File: config.mk
export PLATFORM = sky130hd
export DESIGN_NAME = fsp_serial_port
export DESIGN_NICKNAME = d
export VERILOG_FILES = /design/src/fsp_pkg.sv /design/src/fsp_serial_port.sv
export SDC_FILE = /design/constraint.sdc
export NUM_CORES = 1
export LEC_CHECK = 0
export BUFFER_PORTS_ARGS = -buffer_cell sky130_fd_sc_hd__buf_2
export CORE_UTILIZATION = 45
export DETAILED_ROUTE_END_ITERATION = 16
export PLACE_DENSITY = 0.61
export SLEW_MARGIN = 20
export SYNTH_ARGS = -nofsm -noshare
export SYNTH_HDL_FRONTEND = slang
export SYNTH_SLANG_ARGS = --single-unit
File: constraint.sdc
create_clock -name sys_clk -period 5.2 [get_ports sys_clk]
set_input_delay 0.52 -clock sys_clk [delete_from_list [all_inputs] [get_ports sys_clk]]
set_output_delay 0.52 -clock sys_clk [all_outputs]
set_load 0.05 [all_outputs]
File: src/fsp_pkg.sv
// Shared constants and types of the four-mode serial port.
// Assumes a single 100 MHz system clock and an 8-bit register port.
package fsp_pkg;

  // Register offsets
  localparam logic [7:0] OFS_BUF   = 8'h00;
  localparam logic [7:0] OFS_CTRL  = 8'h04;
  localparam logic [7:0] OFS_PWR   = 8'h08;
  localparam logic [7:0] OFS_T2CON = 8'h0c;
  localparam logic [7:0] OFS_GIVEN = 8'h10;
  localparam logic [7:0] OFS_BCAST = 8'h14;

  // Field positions
  localparam int BIT_DOUBLE = 7;
  localparam int BIT_SRCSEL = 5;

  // Reset values
  localparam logic [7:0] CTRL_RST  = 8'h00;
  localparam logic [7:0] PWR_RST   = 8'h00;
  localparam logic [7:0] T2CON_RST = 8'h00;
  localparam logic [7:0] GIVEN_RST = 8'h00;
  localparam logic [7:0] BCAST_RST = 8'hff;

  // Mode encodings
  localparam logic [1:0] MODE_SYNC  = 2'h0;
  localparam logic [1:0] MODE_TMR10 = 2'h1;
  localparam logic [1:0] MODE_FIX11 = 2'h2;
  localparam logic [1:0] MODE_TMR11 = 2'h3;

  // Mode 0 shift clock half periods in system clocks (divide by 12 / by 2)
  localparam logic [2:0] M0_HALF_SLOW = 3'h6;
  localparam logic [2:0] M0_HALF_FAST = 3'h1;
  localparam logic [3:0] M0_LAST_BIT  = 4'h7;

  // Oversample tick dividers: fixed mode counts system clocks, timer modes count overflows
  localparam logic [1:0] FIX_DIV_LAST     = 2'h3;
  localparam logic [1:0] FIX_DIV_LAST_DBL = 2'h1;
  localparam logic [1:0] TMR_DIV_LAST     = 2'h1;
  localparam logic [1:0] TMR_DIV_LAST_DBL = 2'h0;

  // Bit timing in oversample ticks
  localparam logic [3:0] TICK_LAST = 4'hf;
  localparam logic [3:0] TICK_MID  = 4'h7;

  // Frame lengths after the start bit
  localparam logic [3:0] TX_LEFT_10 = 4'h9;
  localparam logic [3:0] TX_LEFT_11 = 4'ha;
  localparam logic [3:0] RX_LAST_8  = 4'h7;
  localparam logic [3:0] RX_LAST_9  = 4'h8;

  typedef struct packed {
    logic [1:0] mode;
    logic       mp_sel;
    logic       rx_en;
    logic       tx9;
    logic       rx9;
    logic       tx_done;
    logic       rx_done;
  } fsp_ctrl_t;

endpackage : fsp_pkg

File: src/fsp_serial_port.sv
// Four-mode serial port: mode 0 shifter and mode 1/2/3 asynchronous port.
// Assumes timer overflow pulses come from logic on sys_clk; rxd pin is asynchronous.
//
// Strobed register access and the register addresses were decided locally.
`timescale 1ns/1ps
`default_nettype none

// Functional notes
// - Receive buffer separate from receive shifter
// - Buffer write loads transmitter; read returns receiver
// - Any buffer write starts a transmission
// - Mode 0: half duplex, device drives clock
// - Mode 0 clock: sys/12, or sys/2
// - Mode 0 LSB first, one bit per clock
// - Mode 0 transmit: 8 bits then done flag
// - Mode 0 receive while enabled and flag clear
// - Mode 1 frame: start, 8 data, stop
// - Mode 1 baud from timer, doubled option
// - Mode 1 transmit sets done after stop
// - Async receive starts on falling edge
// - Mode 1 accept: flag clear, address gate
// - Accepted: load data, stop bit, flag
// - Next reception waits new falling edge
// - Modes 2/3 frame: start, 8, ninth, stop
// - Mode 2 baud sys/64 or sys/32
// - Modes 2/3 send ninth bit, done after stop
// - Modes 2/3 accept on ninth bit gate
// - Mode 3 equals mode 2, timer baud
// - Async transmit and receive run independently
// - Timer source selectable for modes 1/3
module fsp_serial_port (
  // Clock, reset, enable
  input  wire logic       sys_clk,
  input  wire logic       rst,
  input  wire logic       ce,
  // Register port
  input  wire logic [7:0] addr,
  input  wire logic [7:0] wdata,
  input  wire logic       wr,
  input  wire logic       rd,
  output logic      [7:0] rdata,
  // Baud sources
  input  wire logic       timer1_ovf,
  input  wire logic       timer3_ovf,
  // Serial pins
  input  wire logic       rxd_in,
  output logic            rxd_out,
  output logic            rxd_oe_n,
  output logic            txd_out
);

  typedef enum logic [1:0] {RX_IDLE, RX_START, RX_DATA, RX_STOP} fsp_rx_state_t;

  fsp_pkg::fsp_ctrl_t ctrl_reg;
  logic [7:0]    pwr_reg, t2con_reg, given_reg, bcast_reg, rx_buf_reg, rdata_reg;
  logic          rxd_meta, rxd_sync, rxd_prev;
  logic [1:0]    div_reg;
  logic          tick_reg;
  logic          tx_busy, tx_line;
  logic [9:0]    tx_shift;
  logic [3:0]    tx_left, tx_tick;
  fsp_rx_state_t rx_state;
  logic [3:0]    rx_tick, rx_cnt;
  logic [8:0]    rx_shift;
  logic          m0_busy, m0_is_tx, m0_clk;
  logic [2:0]    m0_div;
  logic [3:0]    m0_cnt;
  logic [7:0]    m0_shift;
  logic          txd_reg, rxd_out_reg, rxd_oe_n_reg;

  logic       wr_buf, wr_ctrl, sync_mode, dbl, src_pulse, m0_half, m0_rise, m0_last;
  logic       m0_tx_fin, m0_rx_fin, m0_rx_go, a_tx_fin, rx_mid_stop, rx_accept;
  logic       ninth_rx, tx_set, rx_set;
  logic [1:0] div_last;
  logic [2:0] m0_half_len;
  logic [7:0] rx_data;
  logic [3:0] rx_last;

  assign wr_buf    = wr && addr == fsp_pkg::OFS_BUF;
  assign wr_ctrl   = wr && addr == fsp_pkg::OFS_CTRL;
  assign sync_mode = ctrl_reg.mode == fsp_pkg::MODE_SYNC;
  assign dbl       = pwr_reg[fsp_pkg::BIT_DOUBLE];

  // Register file
  always_ff @(posedge sys_clk or posedge rst) begin
    if (rst) begin
      pwr_reg   <= fsp_pkg::PWR_RST;
      t2con_reg <= fsp_pkg::T2CON_RST;
      given_reg <= fsp_pkg::GIVEN_RST;
      bcast_reg <= fsp_pkg::BCAST_RST;
    end else if (ce && wr) begin
      case (addr)
        fsp_pkg::OFS_PWR:   pwr_reg   <= wdata;
        fsp_pkg::OFS_T2CON: t2con_reg <= wdata;
        fsp_pkg::OFS_GIVEN: given_reg <= wdata;
        fsp_pkg::OFS_BCAST: bcast_reg <= wdata;
        default: ;
      endcase
    end
  end

  // Control flags: hardware set wins over a software clear in the same cycle
  assign tx_set = m0_tx_fin || a_tx_fin;
  assign rx_set = m0_rx_fin || rx_accept;
  always_ff @(posedge sys_clk or posedge rst) begin
    if (rst) begin
      ctrl_reg <= fsp_pkg::CTRL_RST;
    end else if (ce) begin
      if (wr_ctrl) ctrl_reg <= wdata;
      if (tx_set) ctrl_reg.tx_done <= 1'b1;
      if (rx_set) ctrl_reg.rx_done <= 1'b1;
      if (rx_accept) ctrl_reg.rx9 <= ninth_rx;
    end
  end

  // Read port: buffer address returns the receive register
  always_ff @(posedge sys_clk or posedge rst) begin
    if (rst) begin
      rdata_reg <= 8'h00;
    end else if (ce) begin
      if (rd) begin
        case (addr)
          fsp_pkg::OFS_BUF:   rdata_reg <= rx_buf_reg;
          fsp_pkg::OFS_CTRL:  rdata_reg <= ctrl_reg;
          fsp_pkg::OFS_PWR:   rdata_reg <= pwr_reg;
          fsp_pkg::OFS_T2CON: rdata_reg <= t2con_reg;
          fsp_pkg::OFS_GIVEN: rdata_reg <= given_reg;
          fsp_pkg::OFS_BCAST: rdata_reg <= bcast_reg;
          default:            rdata_reg <= 8'h00;
        endcase
      end else begin
        rdata_reg <= 8'h00;
      end
    end
  end

  // Receive pin synchroniser and edge history
  always_ff @(posedge sys_clk or posedge rst) begin
    if (rst) begin
      rxd_meta <= 1'b1;
      rxd_sync <= 1'b1;
      rxd_prev <= 1'b1;
    end else if (ce) begin
      rxd_meta <= rxd_in;
      rxd_sync <= rxd_meta;
      rxd_prev <= rxd_sync;
    end
  end

  // Sixteen-times oversample tick
  always_comb begin
    if (ctrl_reg.mode == fsp_pkg::MODE_FIX11) begin
      src_pulse = 1'b1;
      div_last  = dbl ? fsp_pkg::FIX_DIV_LAST_DBL : fsp_pkg::FIX_DIV_LAST;
    end else begin
      src_pulse = t2con_reg[fsp_pkg::BIT_SRCSEL] ? timer3_ovf : timer1_ovf;
      div_last  = dbl ? fsp_pkg::TMR_DIV_LAST_DBL : fsp_pkg::TMR_DIV_LAST;
    end
  end

  always_ff @(posedge sys_clk or posedge rst) begin
    if (rst) begin
      div_reg  <= 2'h0;
      tick_reg <= 1'b0;
    end else if (ce) begin
      tick_reg <= 1'b0;
      if (src_pulse) begin
        if (div_reg >= div_last) begin
          div_reg  <= 2'h0;
          tick_reg <= 1'b1;
        end else begin
          div_reg <= div_reg + 2'h1;
        end
      end
    end
  end

  // Asynchronous transmitter
  assign a_tx_fin = tx_busy && tick_reg && tx_tick == fsp_pkg::TICK_LAST && tx_left == 4'h0;
  always_ff @(posedge sys_clk or posedge rst) begin
    if (rst) begin
      tx_busy  <= 1'b0;
      tx_line  <= 1'b1;
      tx_shift <= 10'h3ff;
      tx_left  <= 4'h0;
      tx_tick  <= 4'h0;
    end else if (ce) begin
      if (wr_buf && !sync_mode) begin
        tx_busy <= 1'b1;
        tx_line <= 1'b0;
        tx_tick <= 4'h0;
        if (ctrl_reg.mode == fsp_pkg::MODE_TMR10) begin
          tx_shift <= {2'b11, wdata};
          tx_left  <= fsp_pkg::TX_LEFT_10;
        end else begin
          tx_shift <= {1'b1, ctrl_reg.tx9, wdata};
          tx_left  <= fsp_pkg::TX_LEFT_11;
        end
      end else if (tx_busy && tick_reg) begin
        tx_tick <= tx_tick + 4'h1;
        if (tx_tick == fsp_pkg::TICK_LAST) begin
          if (tx_left == 4'h0) begin
            tx_busy <= 1'b0;
          end else begin
            tx_line  <= tx_shift[0];
            tx_shift <= {1'b1, tx_shift[9:1]};
            tx_left  <= tx_left - 4'h1;
          end
        end
      end
    end
  end

  // Asynchronous receiver
  assign rx_last     = ctrl_reg.mode == fsp_pkg::MODE_TMR10 ? fsp_pkg::RX_LAST_8
                                                            : fsp_pkg::RX_LAST_9;
  assign rx_data     = ctrl_reg.mode == fsp_pkg::MODE_TMR10 ? rx_shift[8:1] : rx_shift[7:0];
  assign ninth_rx    = ctrl_reg.mode == fsp_pkg::MODE_TMR10 ? rxd_sync : rx_shift[8];
  assign rx_mid_stop = rx_state == RX_STOP && tick_reg && rx_tick == fsp_pkg::TICK_LAST;
  assign rx_accept   = rx_mid_stop && !ctrl_reg.rx_done && (!ctrl_reg.mp_sel ||
                       (ninth_rx && (rx_data == given_reg || rx_data == bcast_reg)));

  always_ff @(posedge sys_clk or posedge rst) begin
    if (rst) begin
      rx_state <= RX_IDLE;
      rx_tick  <= 4'h0;
      rx_cnt   <= 4'h0;
      rx_shift <= 9'h000;
    end else if (ce) begin
      if (sync_mode || !ctrl_reg.rx_en) begin
        rx_state <= RX_IDLE;
      end else begin
        case (rx_state)
          RX_IDLE: begin
            if (rxd_prev && !rxd_sync) begin
              rx_state <= RX_START;
              rx_tick  <= 4'h0;
            end
          end
          RX_START: begin
            if (tick_reg) begin
              rx_tick <= rx_tick + 4'h1;
              if (rx_tick == fsp_pkg::TICK_MID) begin
                rx_tick  <= 4'h0;
                rx_cnt   <= 4'h0;
                rx_state <= rxd_sync ? RX_IDLE : RX_DATA;
              end
            end
          end
          RX_DATA: begin
            if (tick_reg) begin
              rx_tick <= rx_tick + 4'h1;
              if (rx_tick == fsp_pkg::TICK_LAST) begin
                rx_shift <= {rxd_sync, rx_shift[8:1]};
                rx_cnt   <= rx_cnt + 4'h1;
                if (rx_cnt == rx_last) rx_state <= RX_STOP;
              end
            end
          end
          RX_STOP: begin
            if (tick_reg) begin
              rx_tick <= rx_tick + 4'h1;
              if (rx_tick == fsp_pkg::TICK_LAST) rx_state <= RX_IDLE;
            end
          end
          default: rx_state <= RX_IDLE;
        endcase
      end
    end
  end

  // Receive buffer, loaded only on an accepted async frame or a finished mode 0 receive
  always_ff @(posedge sys_clk or posedge rst) begin
    if (rst) begin
      rx_buf_reg <= 8'h00;
    end else if (ce) begin
      if (rx_accept) rx_buf_reg <= rx_data;
      else if (m0_rx_fin) rx_buf_reg <= {rxd_sync, m0_shift[7:1]};
    end
  end

  // Mode 0 shift engine
  assign m0_half_len = ctrl_reg.mp_sel ? fsp_pkg::M0_HALF_FAST : fsp_pkg::M0_HALF_SLOW;
  assign m0_half     = m0_busy && m0_div == 3'h0;
  assign m0_rise     = m0_half && !m0_clk;
  assign m0_last     = m0_rise && m0_cnt == fsp_pkg::M0_LAST_BIT;
  assign m0_tx_fin   = m0_last && m0_is_tx;
  assign m0_rx_fin   = m0_last && !m0_is_tx;
  assign m0_rx_go    = sync_mode && !m0_busy && ctrl_reg.rx_en && !ctrl_reg.rx_done && !wr_buf;

  always_ff @(posedge sys_clk or posedge rst) begin
    if (rst) begin
      m0_busy  <= 1'b0;
      m0_is_tx <= 1'b0;
      m0_clk   <= 1'b1;
      m0_div   <= 3'h0;
      m0_cnt   <= 4'h0;
      m0_shift <= 8'h00;
    end else if (ce) begin
      if (wr_buf && sync_mode) begin
        m0_busy  <= 1'b1;
        m0_is_tx <= 1'b1;
        m0_clk   <= 1'b1;
        m0_div   <= m0_half_len - 3'h1;
        m0_cnt   <= 4'h0;
        m0_shift <= wdata;
      end else if (m0_rx_go) begin
        m0_busy  <= 1'b1;
        m0_is_tx <= 1'b0;
        m0_clk   <= 1'b1;
        m0_div   <= m0_half_len - 3'h1;
        m0_cnt   <= 4'h0;
      end else if (m0_busy) begin
        if (m0_half) begin
          m0_div <= m0_half_len - 3'h1;
          m0_clk <= !m0_clk;
          if (m0_rise) begin
            m0_cnt   <= m0_cnt + 4'h1;
            m0_shift <= {rxd_sync, m0_shift[7:1]};
            if (m0_last) m0_busy <= 1'b0;
          end
        end else begin
          m0_div <= m0_div - 3'h1;
        end
      end
    end
  end

  // Pin drivers
  always_ff @(posedge sys_clk or posedge rst) begin
    if (rst) begin
      txd_reg      <= 1'b1;
      rxd_out_reg  <= 1'b1;
      rxd_oe_n_reg <= 1'b1;
    end else if (ce) begin
      txd_reg      <= sync_mode ? m0_clk : tx_line;
      rxd_out_reg  <= m0_shift[0];
      rxd_oe_n_reg <= !(sync_mode && m0_busy && m0_is_tx);
    end
  end

  assign rdata    = rdata_reg;
  assign txd_out  = txd_reg;
  assign rxd_out  = rxd_out_reg;
  assign rxd_oe_n = rxd_oe_n_reg;
endmodule : fsp_serial_port

`default_nettype wire

# Yosys cells after proc, flatten, opt, wreduce, memory -nomap -nowiden
# Index checks and enable logic that the tools add are counted.
# W data, S select, Z words.
[totals] ff_bits=122 latch_bits=0 ramBits=0 romBits=0 in_bits=24 out_inout_bits=11 wordCells=250 mem_count=0
[op_classes] n_addsub=8 n_mul=0 div_mod_pow=0 order_cmp=1 n_eq_ne=33 shift=0 n_mux=88 n_bitwise=1 reduce_logical=83
[op_table] operator="$mux W4" n=20
[op_table] operator="$mux W8" n=9
[op_table] operator="$pmux W8 S6" n=1
[op_table] operator="$mux W10" n=4
[op_table] operator="$mux W1" n=30
[op_table] operator="$mux W2" n=14
[op_table] operator="$reduce_and A2 Y1" n=13
[op_table] operator="$logic_and A1 B1 Y1" n=25
[op_table] operator="$reduce_bool A2 Y1" n=12
[op_table] operator="$mux W3" n=6
[op_table] operator="$ne A3 B3 Y1 const B" n=6
[op_table] operator="$add A4 B1 Y4 const B" n=4
[op_table] operator="$eq A8 B4 Y1 const B" n=2
[op_table] operator="$eq A8 B5 Y1 const B" n=2
[op_table] operator="$eq A8 B8 Y1" n=2
[op_table] operator="$reduce_and A5 Y1" n=3
[op_table] operator="$pmux W4 S3" n=1
[op_table] operator="$reduce_and A4 Y1" n=3
[op_table] operator="$logic_not A1 Y1" n=10
[op_table] operator="$ne A2 B2 Y1 const B" n=5
[op_table] operator="$mux W9" n=1
[op_table] operator="$reduce_and A9 Y1" n=1
[op_table] operator="$reduce_bool A3 Y1" n=3
[op_table] operator="$eq A4 B3 Y1 const B" n=2
[op_table] operator="23 further kinds" n=35

# Longest topological paths before layout
[logic_depth] word_depth=10 mapped_depth=10 mapped_depth_nobuf=8

# Worst setup path before layout
# No wires, ideal clock.
[synth_path] path_type="input to register" start="input addr[5]" end="register tx_left[0]" setup_ps=132 t_arrival_ps=2129 t_required_ps=5068 path_slack_ps=2939 stages=8 n_path_buf=2 path_cell_list="or4_4 -> nor3b_2 -> and3_1 -> buf_2 -> a21oi_1 -> clkbuf_1 -> nand2_1 -> o21ai_1"
[synth_between] elab_chain_len=5 elab_cells_between_ends=8 classes_between="eq/ne: 1; mux: 1; reduce/logical: 6"
[synth_lines] item="start: declaration" line_no="fsp_serial_port.sv:37" source="input wire logic [7:0] addr,"
[synth_lines] item="$logic_not A8 Y1 (*)" line_no="fsp_serial_port.sv:79" source="assign wr_buf = wr && addr == fsp_pkg::OFS_BUF;"
[synth_lines] item="$logic_and A1 B1 Y1 (*)" line_no="fsp_serial_port.sv:79"
[synth_lines] item="$logic_and A1 B1 Y1 (*)" line_no="fsp_serial_port.sv:188" source="if (wr_buf && !sync_mode) begin"
[synth_lines] item="$ne A2 B1 Y1 (no line) or $reduce_bool A2 Y1 (tied branches)"
[synth_lines] item="$reduce_and A4 Y1 (no line)"
[synth_lines] item="end signal: assignment" line_no="fsp_serial_port.sv:194" source="tx_left <= fsp_pkg::TX_LEFT_10;"
[synth_lines] item="end signal: assignment" line_no="fsp_serial_port.sv:197" source="tx_left <= fsp_pkg::TX_LEFT_11;"
[synth_lines] item="end signal: assignment" line_no="fsp_serial_port.sv:207" source="tx_left <= tx_left - 4'h1;"
[synth_lines] item="end: declaration" line_no="fsp_serial_port.sv:61" source="logic [3:0] tx_left, tx_tick;"
# Mark *: on every way between the ends. The rest lies on a longest branch, timed or not.
# A chain may end at the register's enable or synchronous reset.

# Final worst setup path
[layout_path] start="input addr[5]" end="register m0_cnt[3]"
[layout_between] elab_chain_len=6 elab_cells_between_ends=11 classes_between="mux: 2; reduce/logical: 9"
[layout_lines] item="$logic_not A8 Y1 (*)" line_no="fsp_serial_port.sv:79"
[layout_lines] item="$logic_and A1 B1 Y1 (*)" line_no="fsp_serial_port.sv:79"
[layout_lines] item="$logic_not A1 Y1" line_no="fsp_serial_port.sv:289" source="assign m0_rx_go = sync_mode && !m0_busy && ctrl_reg.rx_en && !ctrl_reg.rx_done && !wr_buf;"
[layout_lines] item="$logic_and A1 B1 Y1" line_no="fsp_serial_port.sv:289"
[layout_lines] item="$reduce_bool A3 Y1 (no line) or $mux W4 (tied branches)"
[layout_lines] item="$reduce_and A4 Y1 (no line) or $mux W4 (tied branches)"
[layout_lines] item="end signal: assignment" line_no="fsp_serial_port.sv:318" source="m0_cnt <= m0_cnt + 4'h1;"
[layout_lines] item="end: declaration" line_no="fsp_serial_port.sv:67" source="logic [3:0] m0_cnt;"
# Marked as above.

==> flow_summary.json <==
{
  "syn_inst": 624,
  "largest_registers": "rx_shift: 9 flops, tx_shift: 9 flops",
  "timing.final.crit_share_pct": 53.3,
  "p_leak_nw": 3.39,
  "grt_max_degree": 79,
  "internal_power_mw": 1.90,
  "whs_ns": 0.322,
  "rsz0062_at_grt": "no",
  "power.density_nw_per_um2": 342,
  "multiInputGateArea_um2": 3210,
  "status": "complete, no violations",
  "regArea_um2": 3060,
  "required_ns": 5.50,
  "seq_area_frac_synth_pct": 47.2,
  "initial_utilization_pct": 46.5,
  "post_cts_buffers": 0,
  "worstSetupStartpointType": "input port",
  "clk_pin_slew_ns": 0.06,
  "post-dp-hpwl_mm": 11.3,
  "crit_arrival_ns": 3.07,
  "track_usage_pct": 23.4,
  "synth_edf_count": 0,
  "pwr-share-clk_pct": 47.9,
  "nFillCells": 1251,
  "synth_seq_cells": 121,
  "crit_path_end_kind": "flip-flop",
  "antennaDiodeCount": 0,
  "max_freq_mhz": 361,
  "nNetsFinal": 683,
  "yosys.area.top_type": "dfrtp_1",
  "pwr-share-seq_pct": 42.8,
  "htreeDepth": 4,
  "synthTopCellsByArea": "dfrtp_1 (37%), dfstp_2 (10%), mux2_2 (8.7%)",
  "final_common_cell": "dfrtp_1",
  "drc_errors": 0,
  "gp_congestion": 0.821,
  "area_delta_synth_final_pct": 13.5,
  "setup_viol": 0,
  "fp-row-count": 43,
  "grt_overflow_total": 0,
  "synth_warnings": 0,
  "antenna_found_initial": 0,
  "synth_flop_cell": "dfrtp_1",
  "syn-num-nets": 657,
  "tns_ns": 0,
  "synth.avg_cell_area_um2": 10.4,
  "first_iter_violations": 474,
  "min_period_ns": 2.77,
  "min_path_type": "in2async",
  "fp.dieArea_um2": 14900,
  "cp_max_fo": 13,
  "max_cap_violations": 0,
  "firstDrtPassIters": 7,
  "final_cell_mix": "dfrtp_1 (96), nand2_1 (60), nor2_1 (56)",
  "finalWirelength_mm": 15.9,
  "post_cts_resized": 0,
  "clkLatencyLatePin_ns": 0.42,
  "dpl.cell_count": 811,
  "post_drt_via_cell_ratio": 5.88,
  "drv_slew": 0,
  "wl_per_cell_um": 18.9,
  "fp.dieH_um": 122,
  "combPwrFrac_pct": 9.4,
  "async_reset_ff_share_pct": 100,
  "ir_drop_uv": 243,
  "cts_tree": "done",
  "clk_path_buf_depth": 2,
  "port_buffers": 34,
  "cts_hold_buf": 0,
  "switching_share_pct": 24.5,
  "ys_types": 66,
  "tightest_slew_ns": 0.971,
  "num_vias": 4957,
  "die_w_um": 122,
  "fin_skew_ns": 0.00933,
  "core_area_um2": 13900,
  "switchingPower_uw": 615,
  "antenna_left": 0,
  "clockRootBuffer": "clkbuf_16",
  "synth_area_um2": 6480,
  "max_slew_margin_pct": 35.3,
  "clock_sinks": 121,
  "hold_viol": 0,
  "cts_buffers": 17,
  "worst-setup-path-type": "in2reg",
  "drive_above_1_share_pct": 24.1,
  "post-synth-top-area-fraction_pct": 37.1,
  "final_cells": 843,
  "io_pins": 35,
  "grt_pass1_vias": 4926,
  "grt_pass1_wl_mm": 26.1
}
critical path, cell delays in order:
cell and delay, ns:
buf_2 0.12, or4_4 0.58, nor3b_2 0.18, buf_4 0.24
nand3_1 0.47, o21ai_1 0.31, o21a_1 0.26, nand4_1 0.13
xor2_1 0.20, nor2_1 0.06
cells in the mapped netlist (all sizes together), types with 3 or more instances:
cell / count
xnor2: 17
clkbuf: 17
nor3: 12
nand2b: 5
mux2i: 43
buf: 14
nor4: 5
a2111oi: 5
a222oi: 8
nor3b: 3
a22o: 3
nor2: 56
o31ai: 3
or2: 5
inv: 13
dfstp: 25
mux2: 50
a21o: 12
nand3: 18
nor2b: 6
a31oi: 7
o21a: 3
dfrtp: 96
nand2: 60
o21ai: 42
o22a: 9
and3: 4
a21oi: 38
xor2: 8
ha: 9
stage by stage:
stage	area, um^2	setup WS (ns)	utilization [%]	power (mW)
2_1_floorplan	6480	1.51	-	1.24
3_3_place_gp	6750	2.17	48.5	1.31
3_5_place_dp	6750	2.06	48.5	1.32
4_1_cts	7350	2.46	52.8	2.53
5_1_grt	7350	2.29	52.8	2.61
6_report	7350	2.43	52.8	2.51
area by class of cell:
type | count | area share (%)
clock buffers | 24 | 6.55
inverters | 14 | 0.749
flip-flops and latches | 121 | 41.6
clock inverters | 8 | 1.63
multi-input cells | 458 | 43.7
well taps | 180 | 3.06
repair buffers | 38 | 2.72
power by group through the flow:
stage               Combinational, mW  Clock (mW)  Sequential (mW)
global placement                0.222           0             1.08
floorplan                       0.164           0             1.08
detailed placement              0.235           0             1.09
CTS                             0.239        1.22             1.07
global route                    0.264        1.27             1.08
finish                          0.235        1.20             1.08
path summary, 6_finish.rpt:
| kind | from | to | slack (ns) | cells past startpoint |
|---|---|---|---|---|
| worst max register to register | m0_div[0]$_DFFE_PP0P_ | rx_buf_reg[1]$_DFFE_PP0P_ | 2.61 | 7 |
| max in group asynchronous | rst | bcast_reg[0]$_DFFE_PP1P_ | 3.73 | 3 |
| worst min-delay path | rst | rdata[0]$_DFFE_PP0P_ | 0.32 | 2 |
| worst min register to register | tx_shift[1]$_DFFE_PP1P_ | tx_shift[1]$_DFFE_PP1P_ | 0.46 | 2 |
| worst max-delay path | addr[5] | m0_cnt[3]$_DFFE_PP0P_ | 2.43 | 10 |
| min in group sys_clk | rxd_in | rxd_meta$_DFFE_PP1P_ | 0.34 | 2 |
per-layer routing:
metal	part of all wire (%)	up-vias	routed length, um	global-route usage, %
met2	45	155	7220	35.8
met5	0	-	0	0
met4	1.8	0	293	8.41
li1	-	2307	-	-
met3	6.1	24	979	5.29
met1	47	2471	7430	32.5
logic make-up after synthesis:
logic type / Yosys count / share of synthesized area (%)
flip-flops: 121 / 47.2
XOR/XNOR: 25 / 3.38
multiplexers: 93 / 15.3
buffers and inverters: 45 / 3.17
adder cells (fa/ha/maj): 9 / 1.74
AND/OR/NAND/NOR: 185 / 13.9
AO/OA/AOI/OAI: 146 / 15.3
(Power assumes the default switching activity.)
